<file path="config.mk">
export PLATFORM = sky130hd
export DESIGN_NAME = charger_postcharge_monitor_regs
export DESIGN_NICKNAME = d
export VERILOG_FILES = /design/src/include/charger_regs_pkg.sv /design/src/design/sync_2ff.sv /design/src/design/charger_postcharge_monitor_regs.sv
export SDC_FILE = /design/constraint.sdc
export NUM_CORES = 1
export LEC_CHECK = 0
export BUFFER_PORTS_ARGS = -buffer_cell sky130_fd_sc_hd__buf_2
export CAP_MARGIN = 20
export CORE_AREA = 2 2 85 87
export CTS_CLUSTER_SIZE = 40
export DETAILED_ROUTE_END_ITERATION = 8
export DIE_AREA = 0 0 87 89
export MAX_ROUTING_LAYER = met4
export PLACE_DENSITY = 0.93
export SLEW_MARGIN = 20
export SYNTH_ARGS = -nofsm -noshare
export SYNTH_HDL_FRONTEND = slang
export SYNTH_SLANG_ARGS = --single-unit
</file>
<file path="constraint.sdc">
create_clock -name clk_sys -period 3.46 [get_ports clk_sys]
set_input_delay 0.692 -clock clk_sys [delete_from_list [all_inputs] [get_ports clk_sys]]
set_output_delay 0.692 -clock clk_sys [all_outputs]
set_load 0.02 [all_outputs]
</file>
<file path="src/include/charger_regs_pkg.sv">
// Shared constants and types for the charger register block
package charger_regs_pkg;

  // Register indexes; byte address is four times the index
  localparam logic [5:0] IDX_POST_CTRL = 6'h07;
  localparam logic [5:0] IDX_MON_FIRST = 6'h10;
  localparam logic [5:0] IDX_MON_SECOND = 6'h11;

  // Reset values
  localparam logic [7:0] POST_CTRL_RST = 8'h01;
  localparam logic POK_RELEASE_RST = 1'b0;

  // Post-charging control field positions
  localparam int LOAD_SEL_LSB = 4;
  localparam int BG_EN_BIT = 3;
  localparam int TERM_LSB = 0;

  // First monitor register bit positions
  localparam int MF_TERM_BIT = 7;
  localparam int MF_BAT_BELOW_BIT = 6;
  localparam int MF_TRICKLE_BIT = 5;
  localparam int MF_HOT_BIT = 4;
  localparam int MF_CHG_LOOP_BIT = 3;
  localparam int MF_IN_LOOP_BIT = 2;
  localparam int MF_SUPPLY_OK_BIT = 1;
  localparam int MF_CONST_V_BIT = 0;

  // Second monitor register bit positions
  localparam int MS_GATE_BIT = 7;
  localparam int MS_BAT_OK_BIT = 6;
  localparam int MS_POK_BIT = 5;
  localparam int MS_DISABLE_BIT = 4;
  localparam int MS_ABSENT_BIT = 3;
  localparam int MS_BG_ACTIVE_BIT = 2;

  // Input-loading codes
  localparam logic [1:0] LOAD_NONE = 2'h0;
  localparam logic [1:0] LOAD_SHORT = 2'h1;
  localparam logic [1:0] LOAD_MED = 2'h2;
  localparam logic [1:0] LOAD_LONG = 2'h3;

  // Timing
  localparam int CLK_HZ = 10_000_000;
  localparam int LOAD_SHORT_MS = 4;
  localparam int LOAD_MED_MS = 131;
  localparam int LOAD_LONG_MS = 135;
  localparam int LOAD_PERIOD_S = 2;
  localparam int LOAD_SHORT_CYCLES = LOAD_SHORT_MS * (CLK_HZ / 1000);
  localparam int LOAD_MED_CYCLES = LOAD_MED_MS * (CLK_HZ / 1000);
  localparam int LOAD_LONG_CYCLES = LOAD_LONG_MS * (CLK_HZ / 1000);
  localparam int LOAD_PERIOD_CYCLES = LOAD_PERIOD_S * CLK_HZ;
  localparam int LOAD_CNT_W = 25;

  // Number of asynchronous status inputs
  localparam int STATUS_W = 15;

  typedef enum logic [2:0] {
    LD_IDLE = 3'h1,
    LD_ON = 3'h2,
    LD_REST = 3'h4
  } load_state_t;

endpackage

</file>
<file path="src/design/sync_2ff.sv">
// Two-flop synchroniser for a vector of independent levels
`timescale 1ns/1ps
module sync_2ff #(
  parameter int W = 1
) (
  // Clock and reset
  input wire logic clk_sys,
  input wire logic rst_n,
  // Levels
  input wire logic [W-1:0] async_in,
  output logic [W-1:0] sync_out
);

  logic [W-1:0] meta_reg;

  // First stage feeds the second stage only
  always_ff @(posedge clk_sys or negedge rst_n) begin
    if (!rst_n) begin
      meta_reg <= '0;
      sync_out <= '0;
    end else begin
      meta_reg <= async_in;
      sync_out <= meta_reg;
    end
  end

endmodule

</file>
<file path="src/design/charger_postcharge_monitor_regs.sv">
// Post-charging control and charger monitor registers on APB
//
// Functional notes
// - Post-charging control bits 7:6 always read zero.
// - Input loading acts only in the charge-done state.
// - Load code picks none, 4 ms, 131 ms or 135 ms every two seconds.
// - Bit 3 enables background charging; resets to zero.
// - Bits 2:0 set background termination current, 50 mA steps, reset 001.
// - Post-charging control sits at index 07h, resets to 01h.
// - First monitor bit 7 shows termination comparator.
// - First monitor bit 6 shows battery below input supply.
// - First monitor bit 5 shows short-battery trickle charger active.
// - First monitor bit 4 shows die over temperature; core caps current.
// - First monitor bit 3 low while charge-current loop governs.
// - First monitor bit 2 low while input-current loop governs.
// - First monitor bit 1 shows input supply validated.
// - First monitor bit 0 shows constant-voltage loop in control.
// - Second monitor bit 7 shows external gate pin level.
// - Second monitor bit 6 shows battery above its threshold.
// - Second monitor bit 5 mirrors power-good pin; setting it releases only while bit 6 is clear.
// - Second monitor bit 4 shows disable pin level.
// - Second monitor bit 3 shows no battery detected.
// - Second monitor bit 2 shows background charging in progress.
`timescale 1ns/1ps
module charger_postcharge_monitor_regs #(
  parameter int LOAD_SHORT_CYC = charger_regs_pkg::LOAD_SHORT_CYCLES,
  parameter int LOAD_MED_CYC = charger_regs_pkg::LOAD_MED_CYCLES,
  parameter int LOAD_LONG_CYC = charger_regs_pkg::LOAD_LONG_CYCLES,
  parameter int LOAD_PERIOD_CYC = charger_regs_pkg::LOAD_PERIOD_CYCLES
) (
  // Clock and reset
  input wire logic clk_sys,
  input wire logic rst_n,
  // APB slave
  input wire logic psel,
  input wire logic penable,
  input wire logic pwrite,
  input wire logic [7:0] paddr,
  input wire logic [31:0] pwdata,
  output logic [31:0] prdata,
  output logic pready,
  output logic pslverr,
  // Status levels from the analog core and pins
  input wire logic termination_compare_flag,
  input wire logic battery_below_input_flag,
  input wire logic linear_trickle_active,
  input wire logic die_hot_flag,
  input wire logic charge_loop_flag,
  input wire logic input_current_loop_flag,
  input wire logic input_supply_ok,
  input wire logic const_voltage_flag,
  input wire logic gate_pin_state,
  input wire logic battery_above_low_flag,
  input wire logic disable_pin,
  input wire logic battery_absent_flag,
  input wire logic background_charge_active,
  input wire logic charge_done_state,
  // Power-good open-drain pin
  input wire logic power_good_pin_in,
  input wire logic power_good_low_req,
  output logic power_good_pin_out,
  output logic power_good_pin_oe,
  // Controls to the charger core
  output logic input_load_on,
  output logic background_charge_enable,
  output logic [2:0] background_term_current
);
  import charger_regs_pkg::*;

  // Synchronised status
  logic [STATUS_W-1:0] status_raw;
  logic [STATUS_W-1:0] status_s;
  logic term_s, bat_below_s, trickle_s, hot_s, chg_loop_s, in_loop_s;
  logic supply_ok_s, const_v_s, gate_s, bat_ok_s, pok_s, disable_s;
  logic absent_s, bg_active_s, done_s;

  assign status_raw = {termination_compare_flag, battery_below_input_flag,
                       linear_trickle_active, die_hot_flag,
                       charge_loop_flag, input_current_loop_flag,
                       input_supply_ok, const_voltage_flag,
                       gate_pin_state, battery_above_low_flag,
                       power_good_pin_in, disable_pin,
                       battery_absent_flag, background_charge_active,
                       charge_done_state};

  sync_2ff #(.W(STATUS_W)) u_status_sync (
    .clk_sys(clk_sys),
    .rst_n(rst_n),
    .async_in(status_raw),
    .sync_out(status_s)
  );

  assign {term_s, bat_below_s, trickle_s, hot_s, chg_loop_s, in_loop_s,
          supply_ok_s, const_v_s, gate_s, bat_ok_s, pok_s, disable_s,
          absent_s, bg_active_s, done_s} = status_s;

  // Register storage
  logic [7:0] post_ctrl_reg, post_ctrl_view, mon_first, mon_second;
  logic pok_release_reg;

  // APB decode
  logic hit_post, hit_first, hit_second, hit_any, access, wr_en;
  logic [7:0] rd_mux;

  assign hit_post = (paddr[7:2] == IDX_POST_CTRL) && (paddr[1:0] == 2'h0);
  assign hit_first = (paddr[7:2] == IDX_MON_FIRST) && (paddr[1:0] == 2'h0);
  assign hit_second = (paddr[7:2] == IDX_MON_SECOND) && (paddr[1:0] == 2'h0);
  assign hit_any = hit_post || hit_first || hit_second;
  assign access = psel && penable && !pready;
  assign wr_en = psel && penable && pready && pwrite && hit_any;

  // Reserved bits never stored, so they read zero
  assign post_ctrl_view = {2'h0, post_ctrl_reg[5:0]};

  // Monitor views follow the live synchronised levels
  always_comb begin
    mon_first = 8'h00;
    mon_first[MF_TERM_BIT] = term_s;
    mon_first[MF_BAT_BELOW_BIT] = bat_below_s;
    mon_first[MF_TRICKLE_BIT] = trickle_s;
    mon_first[MF_HOT_BIT] = hot_s;
    mon_first[MF_CHG_LOOP_BIT] = chg_loop_s;
    mon_first[MF_IN_LOOP_BIT] = in_loop_s;
    mon_first[MF_SUPPLY_OK_BIT] = supply_ok_s;
    mon_first[MF_CONST_V_BIT] = const_v_s;
    mon_second = 8'h00;
    mon_second[MS_GATE_BIT] = gate_s;
    mon_second[MS_BAT_OK_BIT] = bat_ok_s;
    mon_second[MS_POK_BIT] = pok_s;
    mon_second[MS_DISABLE_BIT] = disable_s;
    mon_second[MS_ABSENT_BIT] = absent_s;
    mon_second[MS_BG_ACTIVE_BIT] = bg_active_s;
  end

  always_comb begin
    rd_mux = 8'h00;
    if (hit_post) begin
      rd_mux = post_ctrl_view;
    end else if (hit_first) begin
      rd_mux = mon_first;
    end else if (hit_second) begin
      rd_mux = mon_second;
    end
  end

  // One wait state: pready rises in the second access cycle
  always_ff @(posedge clk_sys or negedge rst_n) begin
    if (!rst_n) begin
      pready <= 1'b0;
      prdata <= 32'h0000_0000;
      pslverr <= 1'b0;
    end else begin
      pready <= access;
      if (access) begin
        prdata <= pwrite ? 32'h0000_0000 : {24'h00_0000, rd_mux};
        pslverr <= !hit_any;
      end
    end
  end

  // Post-charging control register
  always_ff @(posedge clk_sys or negedge rst_n) begin
    if (!rst_n) begin
      post_ctrl_reg <= POST_CTRL_RST;
    end else if (wr_en && hit_post) begin
      post_ctrl_reg <= {2'h0, pwdata[5:0]};
    end
  end

  always_ff @(posedge clk_sys or negedge rst_n) begin
    if (!rst_n) begin
      background_charge_enable <= POST_CTRL_RST[BG_EN_BIT];
      background_term_current <= POST_CTRL_RST[TERM_LSB +: 3];
    end else if (wr_en && hit_post) begin
      background_charge_enable <= pwdata[BG_EN_BIT];
      background_term_current <= pwdata[TERM_LSB +: 3];
    end
  end

  // Power-good release; only accepted once the battery is low.
  // Writing zero hands the pin back to the core.
  always_ff @(posedge clk_sys or negedge rst_n) begin
    if (!rst_n) begin
      pok_release_reg <= POK_RELEASE_RST;
    end else if (wr_en && hit_second) begin
      if (!pwdata[MS_POK_BIT]) begin
        pok_release_reg <= 1'b0;
      end else if (!bat_ok_s) begin
        pok_release_reg <= 1'b1;
      end
    end
  end

  // Open drain: only ever drives low
  always_ff @(posedge clk_sys or negedge rst_n) begin
    if (!rst_n) begin
      power_good_pin_out <= 1'b0;
      power_good_pin_oe <= 1'b0;
    end else begin
      power_good_pin_out <= 1'b0;
      power_good_pin_oe <= power_good_low_req && !pok_release_reg;
    end
  end

  // Input-loading pulse timer
  load_state_t state_reg, state_next;
  logic [LOAD_CNT_W-1:0] cnt_reg, cnt_next, load_len;
  logic [1:0] load_sel;
  logic load_armed;

  assign load_sel = post_ctrl_reg[LOAD_SEL_LSB +: 2];
  assign load_armed = done_s && (load_sel != LOAD_NONE);

  always_comb begin
    case (load_sel)
      LOAD_SHORT: load_len = LOAD_CNT_W'(LOAD_SHORT_CYC);
      LOAD_MED: load_len = LOAD_CNT_W'(LOAD_MED_CYC);
      LOAD_LONG: load_len = LOAD_CNT_W'(LOAD_LONG_CYC);
      default: load_len = LOAD_CNT_W'(1);
    endcase
  end

  // Code changes take effect at once; changes between nonzero codes keep the two-second frame running
  always_comb begin
    state_next = state_reg;
    cnt_next = cnt_reg + LOAD_CNT_W'(1);
    case (state_reg)
      LD_IDLE: begin
        cnt_next = '0;
        if (load_armed) begin
          state_next = LD_ON;
        end
      end
      LD_ON: begin
        if (cnt_reg >= load_len - LOAD_CNT_W'(1)) begin
          state_next = LD_REST;
        end
      end
      LD_REST: begin
        if (cnt_reg >= LOAD_CNT_W'(LOAD_PERIOD_CYC - 1)) begin
          state_next = LD_ON;
          cnt_next = '0;
        end
      end
      default: begin
        state_next = LD_IDLE;
        cnt_next = '0;
      end
    endcase
    if (!load_armed) begin
      state_next = LD_IDLE;
      cnt_next = '0;
    end
  end

  always_ff @(posedge clk_sys or negedge rst_n) begin
    if (!rst_n) begin
      state_reg <= LD_IDLE;
      cnt_reg <= '0;
    end else begin
      state_reg <= state_next;
      cnt_reg <= cnt_next;
    end
  end

  always_ff @(posedge clk_sys or negedge rst_n) begin
    if (!rst_n) begin
      input_load_on <= 1'b0;
    end else begin
      input_load_on <= (state_next == LD_ON);
    end
  end

  // Checking helpers
  logic post_written_reg;
  logic [LOAD_CNT_W-1:0] on_len_reg;

  always_ff @(posedge clk_sys or negedge rst_n) begin
    if (!rst_n) begin
      post_written_reg <= 1'b0;
    end else if (wr_en && hit_post) begin
      post_written_reg <= 1'b1;
    end
  end

  always_ff @(posedge clk_sys or negedge rst_n) begin
    if (!rst_n) begin
      on_len_reg <= '0;
    end else if (input_load_on) begin
      on_len_reg <= on_len_reg + LOAD_CNT_W'(1);
    end else begin
      on_len_reg <= '0;
    end
  end

  reserved_zero_a: assert property (
    @(posedge clk_sys) disable iff (!rst_n)
    pready && hit_post && !pwrite |-> prdata[7:6] == 2'h0)
    else $error("Reserved control bits read nonzero");

  load_done_only_a: assert property (
    @(posedge clk_sys) disable iff (!rst_n)
    input_load_on |-> $past(done_s))
    else $error("Input load applied outside charge done");

  load_none_a: assert property (
    @(posedge clk_sys) disable iff (!rst_n)
    load_sel == LOAD_NONE |=> !input_load_on)
    else $error("Input load applied with code none");

  load_length_a: assert property (
    @(posedge clk_sys) disable iff (!rst_n)
    $fell(input_load_on) && $past(load_armed) && $stable(load_sel)
    |-> $past(on_len_reg) == load_len - LOAD_CNT_W'(1))
    else $error("Input load pulse has wrong length");

  bg_enable_a: assert property (
    @(posedge clk_sys) disable iff (!rst_n)
    wr_en && hit_post |=> background_charge_enable == $past(pwdata[3])
    && background_term_current == $past(pwdata[2:0]))
    else $error("Control write not applied to outputs");

  reset_value_a: assert property (
    @(posedge clk_sys) disable iff (!rst_n)
    !post_written_reg |-> post_ctrl_view == 8'h01
    && !background_charge_enable && background_term_current == 3'h1)
    else $error("Control register lost reset value");

  mon_first_a: assert property (
    @(posedge clk_sys) disable iff (!rst_n)
    pready && hit_first && !pwrite
    |-> prdata[7:0] == $past(mon_first) && prdata[MF_TERM_BIT] == $past(term_s)
    && prdata[MF_CHG_LOOP_BIT] == $past(chg_loop_s))
    else $error("First monitor read mismatch");

  mon_second_a: assert property (
    @(posedge clk_sys) disable iff (!rst_n)
    pready && hit_second && !pwrite
    |-> prdata[7:0] == $past(mon_second) && prdata[1:0] == 2'h0
    && prdata[MS_BG_ACTIVE_BIT] == $past(bg_active_s))
    else $error("Second monitor read mismatch");

  pok_release_a: assert property (
    @(posedge clk_sys) disable iff (!rst_n)
    $rose(pok_release_reg) |-> $past(!bat_ok_s) ##1 !power_good_pin_oe)
    else $error("Power good released wrongly");

  unmapped_err_a: assert property (
    @(posedge clk_sys) disable iff (!rst_n)
    access && !hit_any |=> pready && pslverr)
    else $error("Unmapped access not flagged");

  load_pulse_c: cover property (
    @(posedge clk_sys) disable iff (!rst_n) $fell(input_load_on));

  mon_read_c: cover property (
    @(posedge clk_sys) disable iff (!rst_n)
    pready && hit_second && !pwrite);

  pok_release_c: cover property (
    @(posedge clk_sys) disable iff (!rst_n) $rose(pok_release_reg));

endmodule

</file>
# After elaboration in Yosys (flattened, before gate mapping)
# Index checks and enable logic that the tools add are counted.
totals:
  regBits: 105
  in_bits: 61
  elab_cells: 62
op_classes:
  n_addsub: 2
  n_lt_le_gt_ge: 2
  n_eq_ne: 11
  mux: 14
  n_reduce_logical: 20
op_table:
  columns: ["cell", "n"]
  rows:
  - ["21-bit case mux with 3 select lines", 1]
  - ["25-bit 2-to-1 mux", 2]
  - ["25-bit case mux with 2 select lines", 1]
  - ["8-bit 2-to-1 mux", 4]
  - ["25-bit by 1-bit adder with 25-bit output (second input constant)", 1]
  - ["25-bit >= comparator", 1]
  - ["25-bit >= comparator (second input constant)", 1]
  - ["25-bit by 1-bit subtractor with 25-bit output (second input constant)", 1]
  - ["6-bit by 5-bit equality test with 1-bit output (second input constant)", 2]
  - ["1-bit logical AND", 12]
  - ["3-bit 2-to-1 mux", 3]
  - ["3-bit case mux with 3 select lines", 1]
  - ["3-bit by 2-bit equality test with 1-bit output (second input constant)", 2]
  - ["6-bit by 3-bit equality test with 1-bit output (second input constant)", 1]
  - ["2-bit equality test (second input constant)", 2]
  - ["3-bit by 1-bit equality test with 1-bit output (second input constant)", 1]
  - ["3-bit equality test (second input constant)", 1]
  - ["1-bit zero test", 3]
  - ["2-bit by 1-bit equality test with 1-bit output (second input constant)", 1]
  - ["2-bit zero test", 1]
  - ["1-bit logical OR", 2]
  - ["1-bit 2-to-1 mux", 2]
  - ["2-bit inequality test (second input constant)", 1]
  - ["2-bit AND reduction", 1]
  - ["2-bit nonzero test", 1]

# Logic depth before layout (Yosys ltp)
# Gate-level depths: netlist of the first run.
depth:
  ltp_word: 8
  ltp_mapped: 10
  ltp_nobuf: 10

# By module
# Synthesis of the first run repeated with hierarchy kept, for this count alone.
unflattened:
  cells_unflattened: 366
  area_unflattened_um2: 3819.9
modules_own_cells:
  columns: ["mod", "n_inst", "cells_each", "area_per_inst_um2", "seq_area_each_um2"]
  rows:
  - ["charger_postcharge_monitor_regs", 1, 336, 3069.2, 1178.6]
  - ["sync_2ff", 1, 30, 750.7, 750.7]

# Worst setup path after synthesis of the first run
# Ideal clock, no wire load.
synth_timing:
  kind: "input to register"
  startpoint: "input paddr[5]"
  endpoint: "register pok_release_reg"
  setup_time_ns: 0.121
  arrival_time_ns: 2.424
  setup_slack_ns: 0.915
  stages: 5
  cell_sequence: "or4_4 > or4b_1 > buf_2 > or3_1 > o22a_1"
synth_between:
  elab_chain_len: 7
  word_cells_on_any_way: 11
synth_lines:
  columns: ["item", "line", "rtl"]
  rows:
  - ["start, declared", "charger_postcharge_monitor_regs.sv:38", "input wire logic [7:0] paddr,"]
  - ["6-bit by 3-bit equality test with 1-bit output / 6-bit by 5-bit equality test with 1-bit output (equally long branches)", "charger_postcharge_monitor_regs.sv:105, charger_postcharge_monitor_regs.sv:106", null]
  - ["1-bit logical AND (on tied branches)", "charger_postcharge_monitor_regs.sv:105, charger_postcharge_monitor_regs.sv:106", null]
  - ["1-bit logical OR (2 in a row)", "charger_postcharge_monitor_regs.sv:108", "assign hit_any = hit_post || hit_first || hit_second;"]
  - ["1-bit logical AND", "charger_postcharge_monitor_regs.sv:110", "assign wr_en = psel && penable && pready && pwrite && hit_any;"]
  - ["1-bit logical AND (*)", "charger_postcharge_monitor_regs.sv:185", "end else if (wr_en && hit_second) begin"]
  - ["2-bit AND reduction (no source line) (*)", null, null]
  - ["end signal, assigned", "charger_postcharge_monitor_regs.sv:184", "pok_release_reg <= POK_RELEASE_RST;"]
  - ["end signal, assigned", "charger_postcharge_monitor_regs.sv:187", "pok_release_reg <= 1'b0;"]
  - ["end signal, assigned", "charger_postcharge_monitor_regs.sv:189", "pok_release_reg <= 1'b1;"]
  - ["end, declared", "charger_postcharge_monitor_regs.sv:99", "logic pok_release_reg;"]
# Mark *: on every way between the ends. The rest lies on a longest branch, timed or not.
# A chain may end at the register's enable or synchronous reset.

# Worst setup path in the final report of the first run
layout_timing:
  startpoint: "register post_ctrl_reg[5]"
  endpoint: "register state_reg[1]"
layout_between:
  elab_chain_len: 7
  word_cells_on_any_way: 11
layout_lines:
  columns: ["item", "line", "rtl"]
  rows:
  - ["start, declared", "charger_postcharge_monitor_regs.sv:98", "logic [7:0] post_ctrl_reg, post_ctrl_view, mon_first, mon_second;"]
  - ["start signal, assigned", "charger_postcharge_monitor_regs.sv:166", "post_ctrl_reg <= {2'h0, pwdata[5:0]};"]
  - ["2-bit equality test / 2-bit by 1-bit equality test with 1-bit output (equally long branches)", "charger_postcharge_monitor_regs.sv:215", "case (load_sel)"]
  - ["21-bit case mux with 3 select lines", "charger_postcharge_monitor_regs.sv:215", null]
  - ["25-bit by 1-bit subtractor with 25-bit output", "charger_postcharge_monitor_regs.sv:235", "if (cnt_reg >= load_len - LOAD_CNT_W'(1)) begin"]
  - ["25-bit >= comparator", "charger_postcharge_monitor_regs.sv:235", null]
  - ["3-bit 2-to-1 mux", "charger_postcharge_monitor_regs.sv:235", null]
  - ["3-bit case mux with 3 select lines", "charger_postcharge_monitor_regs.sv:227", "case (state_reg)"]
  - ["3-bit 2-to-1 mux (*)", "charger_postcharge_monitor_regs.sv:250", "if (!load_armed) begin"]
  - ["net state_next[1]", "charger_postcharge_monitor_regs.sv:206", "load_state_t state_reg, state_next;"]
  - ["end signal, assigned", "charger_postcharge_monitor_regs.sv:261", "state_reg <= state_next;"]
  - ["end, declared", "charger_postcharge_monitor_regs.sv:206", null]
# The timed path passes the listed nets; every way through them passes the cells marked *.

==> impl_results.md, run 1 <==
- Data arrival time of the critical path: slightly above 3000 ps
- Leak: 0.00205 µW
- Number of cell instances on the worst register-to-register path: 9
- Total congestion overflow after global routing: 0
- Layout overhead on the synthesized area: 11.0%
- Number of global-route vias before repair: 2,752
- Hold Crit Start: u_status_sync.meta_reg[1]
- Count of pins on the block boundary: roughly 100
- Clock Sink Count: between 70 and 80
- Outcome: completed
- Clock share of power: 0.403
- Mean Syn Cell Area: approximately 10 µm²
- Number of cells on the worst hold path: 0
- Count of flip-flops with a built-in enable after synthesis: 0
- Power Internal: approximately 1300 µW
- Worst clock skew: around 11 ps
- Initial DRT Pass Iterations: 5
- Transition at the pin with the smallest max-transition slack: ~950 ps
- Endpoint of the most critical register-to-register path: state_reg[1]
- Launch point of the worst reg-to-reg path: post_ctrl_reg[5]
- RSZ-0062 raised after global routing: false
- Floorplan die height: 89 µm
- Antenna violations before repair: 0
- Post-detailed-placement half-perimeter wirelength: 5400 µm
- Footprint of the multi-input gates: around 1700 µm²
- Chip width: just under 90 µm
- Finish-stage setup viols: 0
- Library cells used by synthesis: 47
- Cell count after placement: ~490
- Hold Fails Final Rpt: 0
- Number of filler instances in the final layout: approximately 490
- Post-Synthesis Cell Area: roughly 3800 µm²
- Number of buffers added by the clock tree synthesis step: 9
- Maxcap violations: 0
- Max-slew violation count: 0
- Number of antenna diodes: 0
- Global placer's final weighted congestion: around 0.93
- Synth warn: 0
- CTS resizes: 0
- Combinational share of power: 0.069
- Global-route wire length before repair: around 13,000 µm
- Setup TNS: 0 ps
- Initial Utilization: 0.568
- Fin crit period: roughly 2800 ps
- H-tree levels: 3
- Min-Delay Endpoint: u_status_sync.sync_out[1]
- Top cells by count, synth: 75 x sky130_fd_sc_hd__dfrtp_1, 43 x sky130_fd_sc_hd__nor2_1, 28 x sky130_fd_sc_hd__buf_4, 26 x sky130_fd_sc_hd__ha_1, 25 x sky130_fd_sc_hd__nand2_1
- Top_reg_cell synth: sky130_fd_sc_hd__dfrtp_1
- CTS tree: built
- Maximum fanout along the worst path: 5
- Switch Pwr: 469 µW
- Root cell of the clock tree: sky130_fd_sc_hd__clkbuf_8
- Reg power frac: 0.528
- Cell with the most instances after synthesis: sky130_fd_sc_hd__dfrtp_1
- Required time reported for the critical path endpoint: 3740 ps
- Async set or reset register ratio after synthesis: 1.00
- Quantity of hold-fixing buffers added after cts: 0
- Routed WL: between 8000 and 9000 µm
- Crit start category: register
- Switching power as a share of total power: 0.262
- Fin util: 0.631
- Library cell occupying the most area in the post-synthesis netlist: sky130_fd_sc_hd__dfrtp_1
- FF/Latch Area: approximately 1900 µm²
- Kind of end point of the critical path: register
- Core outline area: about 6700 µm²
- Worst reg2reg setup slack: about 680 ps
- Power Dens Cells: 421 nW/µm²
- DIE AREA: 7740 µm²
- Number of buffers on the longest clock path: 2
- Total routing usage reported by global routing: 0.224
- First DRT Iteration DRCs: 226
- Maximum number of pins on one net before global-route repair: 78
- Worst slew margin relative to its limit: 0.368
- Fraction of post-synthesis cell area in the top cell type by area: 0.492
- Total of flip-flops plus latches after synthesis: 77
- Maximum VDD drop: 0.240 mV
- Highest clock frequency the design can meet: between 300 and 400 MHz
- Routed via count: 2,864
- Part of the Yosys area used for sequential elements: 0.506
- Vias per std cell: approximately 5.7
- Final Cycle Share: 0.802
- Critical Setup Path Class: register to register
- Post-synthesis cell count: around 370
- Placed cell area: approximately 4000 µm²
- Count of input and output buffers: 50
- Tightest Hold Check Type: register to register
- Routed len/inst: 16.0 µm
- Post-CTS repair timing setup buffer count: 0
- Clock edge transition at the registers on the reported setup and hold paths: 90 ps
- Final net count: between 500 and 600
- DRC: 0
- Worst-Skew Late Latency: between 300 and 400 ps
- Count of standard-cell rows: 30
- Synth area leaders: sky130_fd_sc_hd__dfrtp_1 49%, sky130_fd_sc_hd__ha_1 8.5%, sky130_fd_sc_hd__buf_4 5.5%
- Final std cells w/o fill: 502
- Fin area: approximately 4200 µm²
- Fraction of layout instances using a drive strength above 1: 0.187
- Largest register FFs: 25
- Final ANT Viol Nets: 0
==> routing by layer <==
layer	GRT usage	wire length, µm	part of all wire
met5	-	0	0
met1	0.252	3200	0.40
met2	0.366	4060	0.50
met4	0.124	291	0.036
met3	0.0563	496	0.062
==> stage by stage <==
step                      hold WS [ps]  power (µW)  setup WS [ps]
after floorplan                    331        1050            915
after global placement             333        1080            731
after detailed placement           335        1080            702
after CTS                          355        1800            815
after global routing               360        1850            497
final                              351        1790            685
==> critical path, cell delays in order, from the launching register on <==
cell,delay (ps)
sky130_fd_sc_hd__dfrtp_1,460
sky130_fd_sc_hd__inv_1,140
sky130_fd_sc_hd__ha_1,270
sky130_fd_sc_hd__ha_1,350
sky130_fd_sc_hd__a21oi_1,160
sky130_fd_sc_hd__o21ai_0,150
sky130_fd_sc_hd__a22oi_1,220
sky130_fd_sc_hd__nor4b_1,540
sky130_fd_sc_hd__o211ai_1,240
sky130_fd_sc_hd__o22ai_1,170
==> worst max path at each step <==
stage	slack, ps	startpoint	depth (start not counted)	endpoint
after floorplan	910	paddr[5]	5	pok_release_reg
after detailed placement	700	paddr[5]	5	pok_release_reg
after global routing	500	post_ctrl_reg[5]	9	input_load_on
after CTS	810	post_ctrl_reg[5]	9	input_load_on
final	680	post_ctrl_reg[5]	9	state_reg[1]
after global placement	730	paddr[5]	5	pok_release_reg
==> cell usage in the layout, fill, tap and decap left out, types with 2 or more instances in the layout <==
| master | n |
|---|---|
| sky130_fd_sc_hd__dfrtp_1 | 75 |
| sky130_fd_sc_hd__buf_2 | 49 |
| sky130_fd_sc_hd__nor2_1 | 43 |
| sky130_fd_sc_hd__conb_1 | 28 |
| sky130_fd_sc_hd__ha_1 | 26 |
| sky130_fd_sc_hd__nand2_1 | 25 |
| sky130_fd_sc_hd__o21ai_0 | 14 |
| sky130_fd_sc_hd__a21oi_1 | 13 |
| sky130_fd_sc_hd__inv_1 | 12 |
| sky130_fd_sc_hd__nand4_1 | 12 |
| sky130_fd_sc_hd__nand3_1 | 12 |
| sky130_fd_sc_hd__xnor2_1 | 11 |
| sky130_fd_sc_hd__xor2_1 | 11 |
| sky130_fd_sc_hd__clkbuf_8 | 9 |
| sky130_fd_sc_hd__and3_1 | 8 |
| sky130_fd_sc_hd__or3_1 | 6 |
| sky130_fd_sc_hd__mux2i_1 | 6 |
| sky130_fd_sc_hd__nor2b_1 | 5 |
| sky130_fd_sc_hd__a21o_1 | 5 |
| sky130_fd_sc_hd__mux2_2 | 4 |
| sky130_fd_sc_hd__a31o_2 | 3 |
| sky130_fd_sc_hd__nor4_1 | 3 |
| sky130_fd_sc_hd__o22ai_1 | 3 |
| sky130_fd_sc_hd__nand2b_1 | 3 |
| sky130_fd_sc_hd__a22oi_1 | 3 |
| sky130_fd_sc_hd__or2_2 | 2 |
| sky130_fd_sc_hd__a211oi_1 | 2 |
| sky130_fd_sc_hd__nor4b_1 | 2 |
| sky130_fd_sc_hd__dfstp_2 | 2 |
| sky130_fd_sc_hd__clkinv_4 | 2 |
| sky130_fd_sc_hd__inv_6 | 2 |
| sky130_fd_sc_hd__inv_8 | 2 |
==> power by group through the flow <==
stage	combinational [µW]	sequential [µW]	clock (µW)
after floorplan	85.6	963	0
after global placement	117	958	0
after detailed placement	121	959	0
after global routing	136	945	771
final	122	943	720
after CTS	122	942	733
==> cell families (layout without fill, tap and decap cells) <==
family                     count (synthesis)  after routing  share of synthesized area
muxes                                     10             10                     0.0275
buffers and inverters                     48             78                     0.0751
and+or+nand+nor                          129            129                      0.168
AOI/OAI and AO/OA                         52             52                     0.0859
xor gates and xnor gates                  22             22                     0.0505
DFF                                       77             77                      0.506
other                                      2             28                    0.00197
adders and majority gates                 26             26                     0.0852
==> cell type report <==
class | count | share of cell area
Sequential cell | 77 | 0.455
Multi-Input combinational cell | 267 | 0.401
Timing Repair Buffer | 50 | 0.0597
Clock buffer | 9 | 0.0292
Tap cell | 80 | 0.0236
Clock inverter | 7 | 0.0207
Inverter | 12 | 0.0106
Note: power is estimated with default switching activity, not from simulation.
==> inputs of run 2 (changes only) <==
Settings changed: ABC_AREA from default to 1, CORE_AREA 2 2 85 87 to 2 2 91 93, DIE_AREA 0 0 87 89 to 0 0 93 95, PLACE_DENSITY 0.93 to 0.89.
Clock period 3.46 ns to 2.65 ns, I/O delays scaled along.
==> run 2 against run 1 <==
Compared with the run above: power increased by 26%; hold slack lost 72 ps; worst setup slack got worse by 250 ps; first-iteration DRC count fell by 8.8%; clock power up 27%; die area rose by 14%.
==> impl_results.md, run 2 <==
- Initial DRT Pass Iterations: 4 (-1)
- CTS resizes: 0 (unchanged)
- Floorplan die height: 95 µm (+6.7%)
- Layout overhead on the synthesized area: 10.7%
- Layer carrying the most global-route usage: met2
- Crit start category: register
- Post-detailed-placement half-perimeter wirelength: 6620 µm (+23%)
- Critical Setup Path Class: register to register
- Met1 track utilization from global routing: 0.277 (+0.0249)
- Synth area leaders: sky130_fd_sc_hd__dfrtp_1 45%, sky130_fd_sc_hd__nand2_1 8.7%, sky130_fd_sc_hd__ha_1 7.8%
- Worst slew margin relative to its limit: 0.376 (+0.00878)
- Synth warn: 0 (unchanged)
- Fin crit period: 2210 ps (-563 ps)
- Routed via count: 3,391 (+18%)
- Mean Syn Cell Area: 8.45 µm² (-19%)
- Top_reg_cell synth: sky130_fd_sc_hd__dfrtp_1
- Routed WL: 8860 µm (+10%)
- Count of input and output buffers: 50 (unchanged)
- Finish-stage setup viols: 0 (unchanged)
- Setup TNS: 0 ps (unchanged)
- Maximum VDD drop: 0.472 mV (+97%)
- Post-synthesis cell count: 494 (+35%)
- Most common library cell in the layout ignoring fill and taps: sky130_fd_sc_hd__nand2_1
- Worst-Skew Late Latency: 350 ps (-20 ps)
- Cell with the most instances after synthesis: sky130_fd_sc_hd__nand2_1
- Clock edge transition at the registers on the reported setup and hold paths: 90 ps (about the same)
- Library cells used by synthesis: 36 (-23%)
- Tightest Hold Check Type: input port to register
- Count of pins on the block boundary: 102 (unchanged)
- Clock Sink Count: 77 (unchanged)
- Maximum fanout along the worst path: 5 (unchanged)
- Global placer's final weighted congestion: 0.916 (-1.9%)
- Transition at the pin with the smallest max-transition slack: 936 ps (-13.2 ps)
- Worst clock skew: 10.5 ps (-0.403 ps)
- Largest register FFs: 25 (unchanged)
- Fraction of layout instances using a drive strength above 1: 0.162 (-0.0250)
- CTS tree: built
- Total of flip-flops plus latches after synthesis: 77 (unchanged)
- Max-slew violation count: 0 (unchanged)
- Library cell occupying the most area in the post-synthesis netlist: sky130_fd_sc_hd__dfrtp_1
- Post-Synthesis Cell Area: 4180 µm² (+9.4%)
- Top cells by count, synth: 97 x sky130_fd_sc_hd__nand2_1, 76 x sky130_fd_sc_hd__nor2_1, 75 x sky130_fd_sc_hd__dfrtp_1, 57 x sky130_fd_sc_hd__inv_1, 31 x sky130_fd_sc_hd__nand3_1
- Fraction of post-synthesis cell area in the top cell type by area: 0.450 (-0.0423)
- Maxcap violations: 0 (unchanged)
- Number of global-route vias before repair: 3,169 (+15%)
- Routed len/inst: 13.4 µm (-16%)
- DRC: 0 (unchanged)
- Count of standard-cell rows: 33 (+10%)
- Most frequent cells in the layout: 97 x sky130_fd_sc_hd__nand2_1, 76 x sky130_fd_sc_hd__nor2_1, 75 x sky130_fd_sc_hd__dfrtp_1
- Met2 Usage GRT: 0.337 (-0.0288)
- Chip width: 93 µm (+6.9%)
- Vias per std cell: 5.14 (-9.9%)
- Highest clock frequency the design can meet: 452 MHz (+25%)
- Antenna violations before repair: 0 (unchanged)
- Global Route met3 Usage: 0.0375 (-0.0188)
- Maximum number of pins on one net before global-route repair: 78 (unchanged)
- Final ANT Viol Nets: 0 (unchanged)
- Total congestion overflow after global routing: 0 (unchanged)
- Outcome: completed
- Core outline area: 7930 µm² (+18%)
- Post-CTS repair timing setup buffer count: 0 (unchanged)
- DIE AREA: 8840 µm² (+14%)
- Total routing usage reported by global routing: 0.212 (-0.0116)
- Hold Fails Final Rpt: 0 (unchanged)
- Final std cells w/o fill: 660 (+31%)
- Final Cycle Share: 0.835 (+0.0326)
- Footprint of the multi-input gates: 1890 µm² (+11%)
- Leak: 0.00237 µW (+16%)
- Final net count: 637 (+26%)
- FF/Latch Area: 1930 µm² (unchanged)
- Number of buffers added by the clock tree synthesis step: 9 (unchanged)
- Cell count after placement: 644 (+33%)
- Number of buffers on the longest clock path: 2 (unchanged)
- Async set or reset register ratio after synthesis: 1.00 (unchanged)
- First DRT Iteration DRCs: 206 (-8.8%)
- Initial Utilization: 0.527 (-0.0413)
- Number of filler instances in the final layout: 624 (+28%)
- Data arrival time of the critical path: 2480 ps (-580 ps)
- Count of flip-flops with a built-in enable after synthesis: 0 (unchanged)
- Global-route wire length before repair: 14,300 µm (+12%)
- Number of antenna diodes: 0 (unchanged)
- Part of the Yosys area used for sequential elements: 0.462 (-0.0435)
- Required time reported for the critical path endpoint: 2920 ps (-820 ps)
- Power Dens Cells: 488 nW/µm² (+16%)
- Quantity of hold-fixing buffers added after cts: 0 (unchanged)
- Root cell of the clock tree: sky130_fd_sc_hd__clkbuf_8
- H-tree levels: 3 (unchanged)
- RSZ-0062 raised after global routing: false
- Kind of end point of the critical path: register
## run 2: cell type report
cell class	instances	share of cell area
Multi-Input combinational cell	355	0.409
Clock inverter	7	0.0171
Sequential cell	77	0.417
Tap cell	105	0.0284
Clock buffer	9	0.0268
Timing Repair Buffer	50	0.0547
Inverter	57	0.0463
## run 2: metrics by stage
stage	total power [µW]	utilization	worst slack [ps]	instance area (µm²)	hold slack [ps]
2_1_floorplan	1330	-	832	4270	234
3_3_place_gp	1360	0.558	596	4420	331
3_5_place_dp	1360	0.558	509	4420	335
4_1_cts	2270	0.583	476	4620	269
5_1_grt	2340	0.583	239	4620	265
6_report	2250	0.583	438	4620	279
## run 2: worst paths after layout
check	slack [ps]	depth (start not counted)	from	to
setup / recovery	440	13	post_ctrl_reg[4]	input_load_on
hold / removal	280	1	const_voltage_flag	u_status_sync.meta_reg[7]
setup reg to reg	440	13	post_ctrl_reg[4]	input_load_on
hold reg to reg	350	0	u_status_sync.meta_reg[4]	u_status_sync.sync_out[4]
max in group asynchronous	1720	1	rst_n	u_status_sync.sync_out[11]
min in group asynchronous	300	1	rst_n	cnt_reg[10]
## run 2: logic make-up (layout without fill, tap and decap cells)
group                      after synthesis  in the layout  share of synthesized area
DFF                                     77             77                      0.462
xor gates and xnor gates                13             13                     0.0273
buffers and inverters                   88            123                      0.108
muxes                                    5              5                     0.0135
adders and majority gates               26             26                     0.0779
AOI/OAI and AO/OA                       46             46                     0.0623
and+or+nand+nor                        237            237                      0.247
other                                    2             28                    0.00180
## run 2: power breakdown
group	total [µW]	switching (µW)	internal (µW)
logic	126	93.3	33.1
registers	1210	9.44	1200
clock network	916	467	449
total	2250	570	1680
## run 2: worst max-delay path, stage by stage, from the launching register on
cell                      delay, ps
sky130_fd_sc_hd__dfrtp_1        440
sky130_fd_sc_hd__inv_1          120
sky130_fd_sc_hd__ha_1           230
sky130_fd_sc_hd__nor2_1         220
sky130_fd_sc_hd__ha_1           300
sky130_fd_sc_hd__nand2_1         90
sky130_fd_sc_hd__nor2_1          60
sky130_fd_sc_hd__nand2_1         70
sky130_fd_sc_hd__nor2_1          40
sky130_fd_sc_hd__nand3_1         60
sky130_fd_sc_hd__nand2_1         50
sky130_fd_sc_hd__nor2_1         160
sky130_fd_sc_hd__nand3_1        120
sky130_fd_sc_hd__a21oi_1        170
## run 2: per-layer routing
metal	vias to the layer above	share of wire
li1	1637	-
met1	1632	0.43
met2	104	0.51
met3	18	0.045
met4	0	0.020
met5	-	0
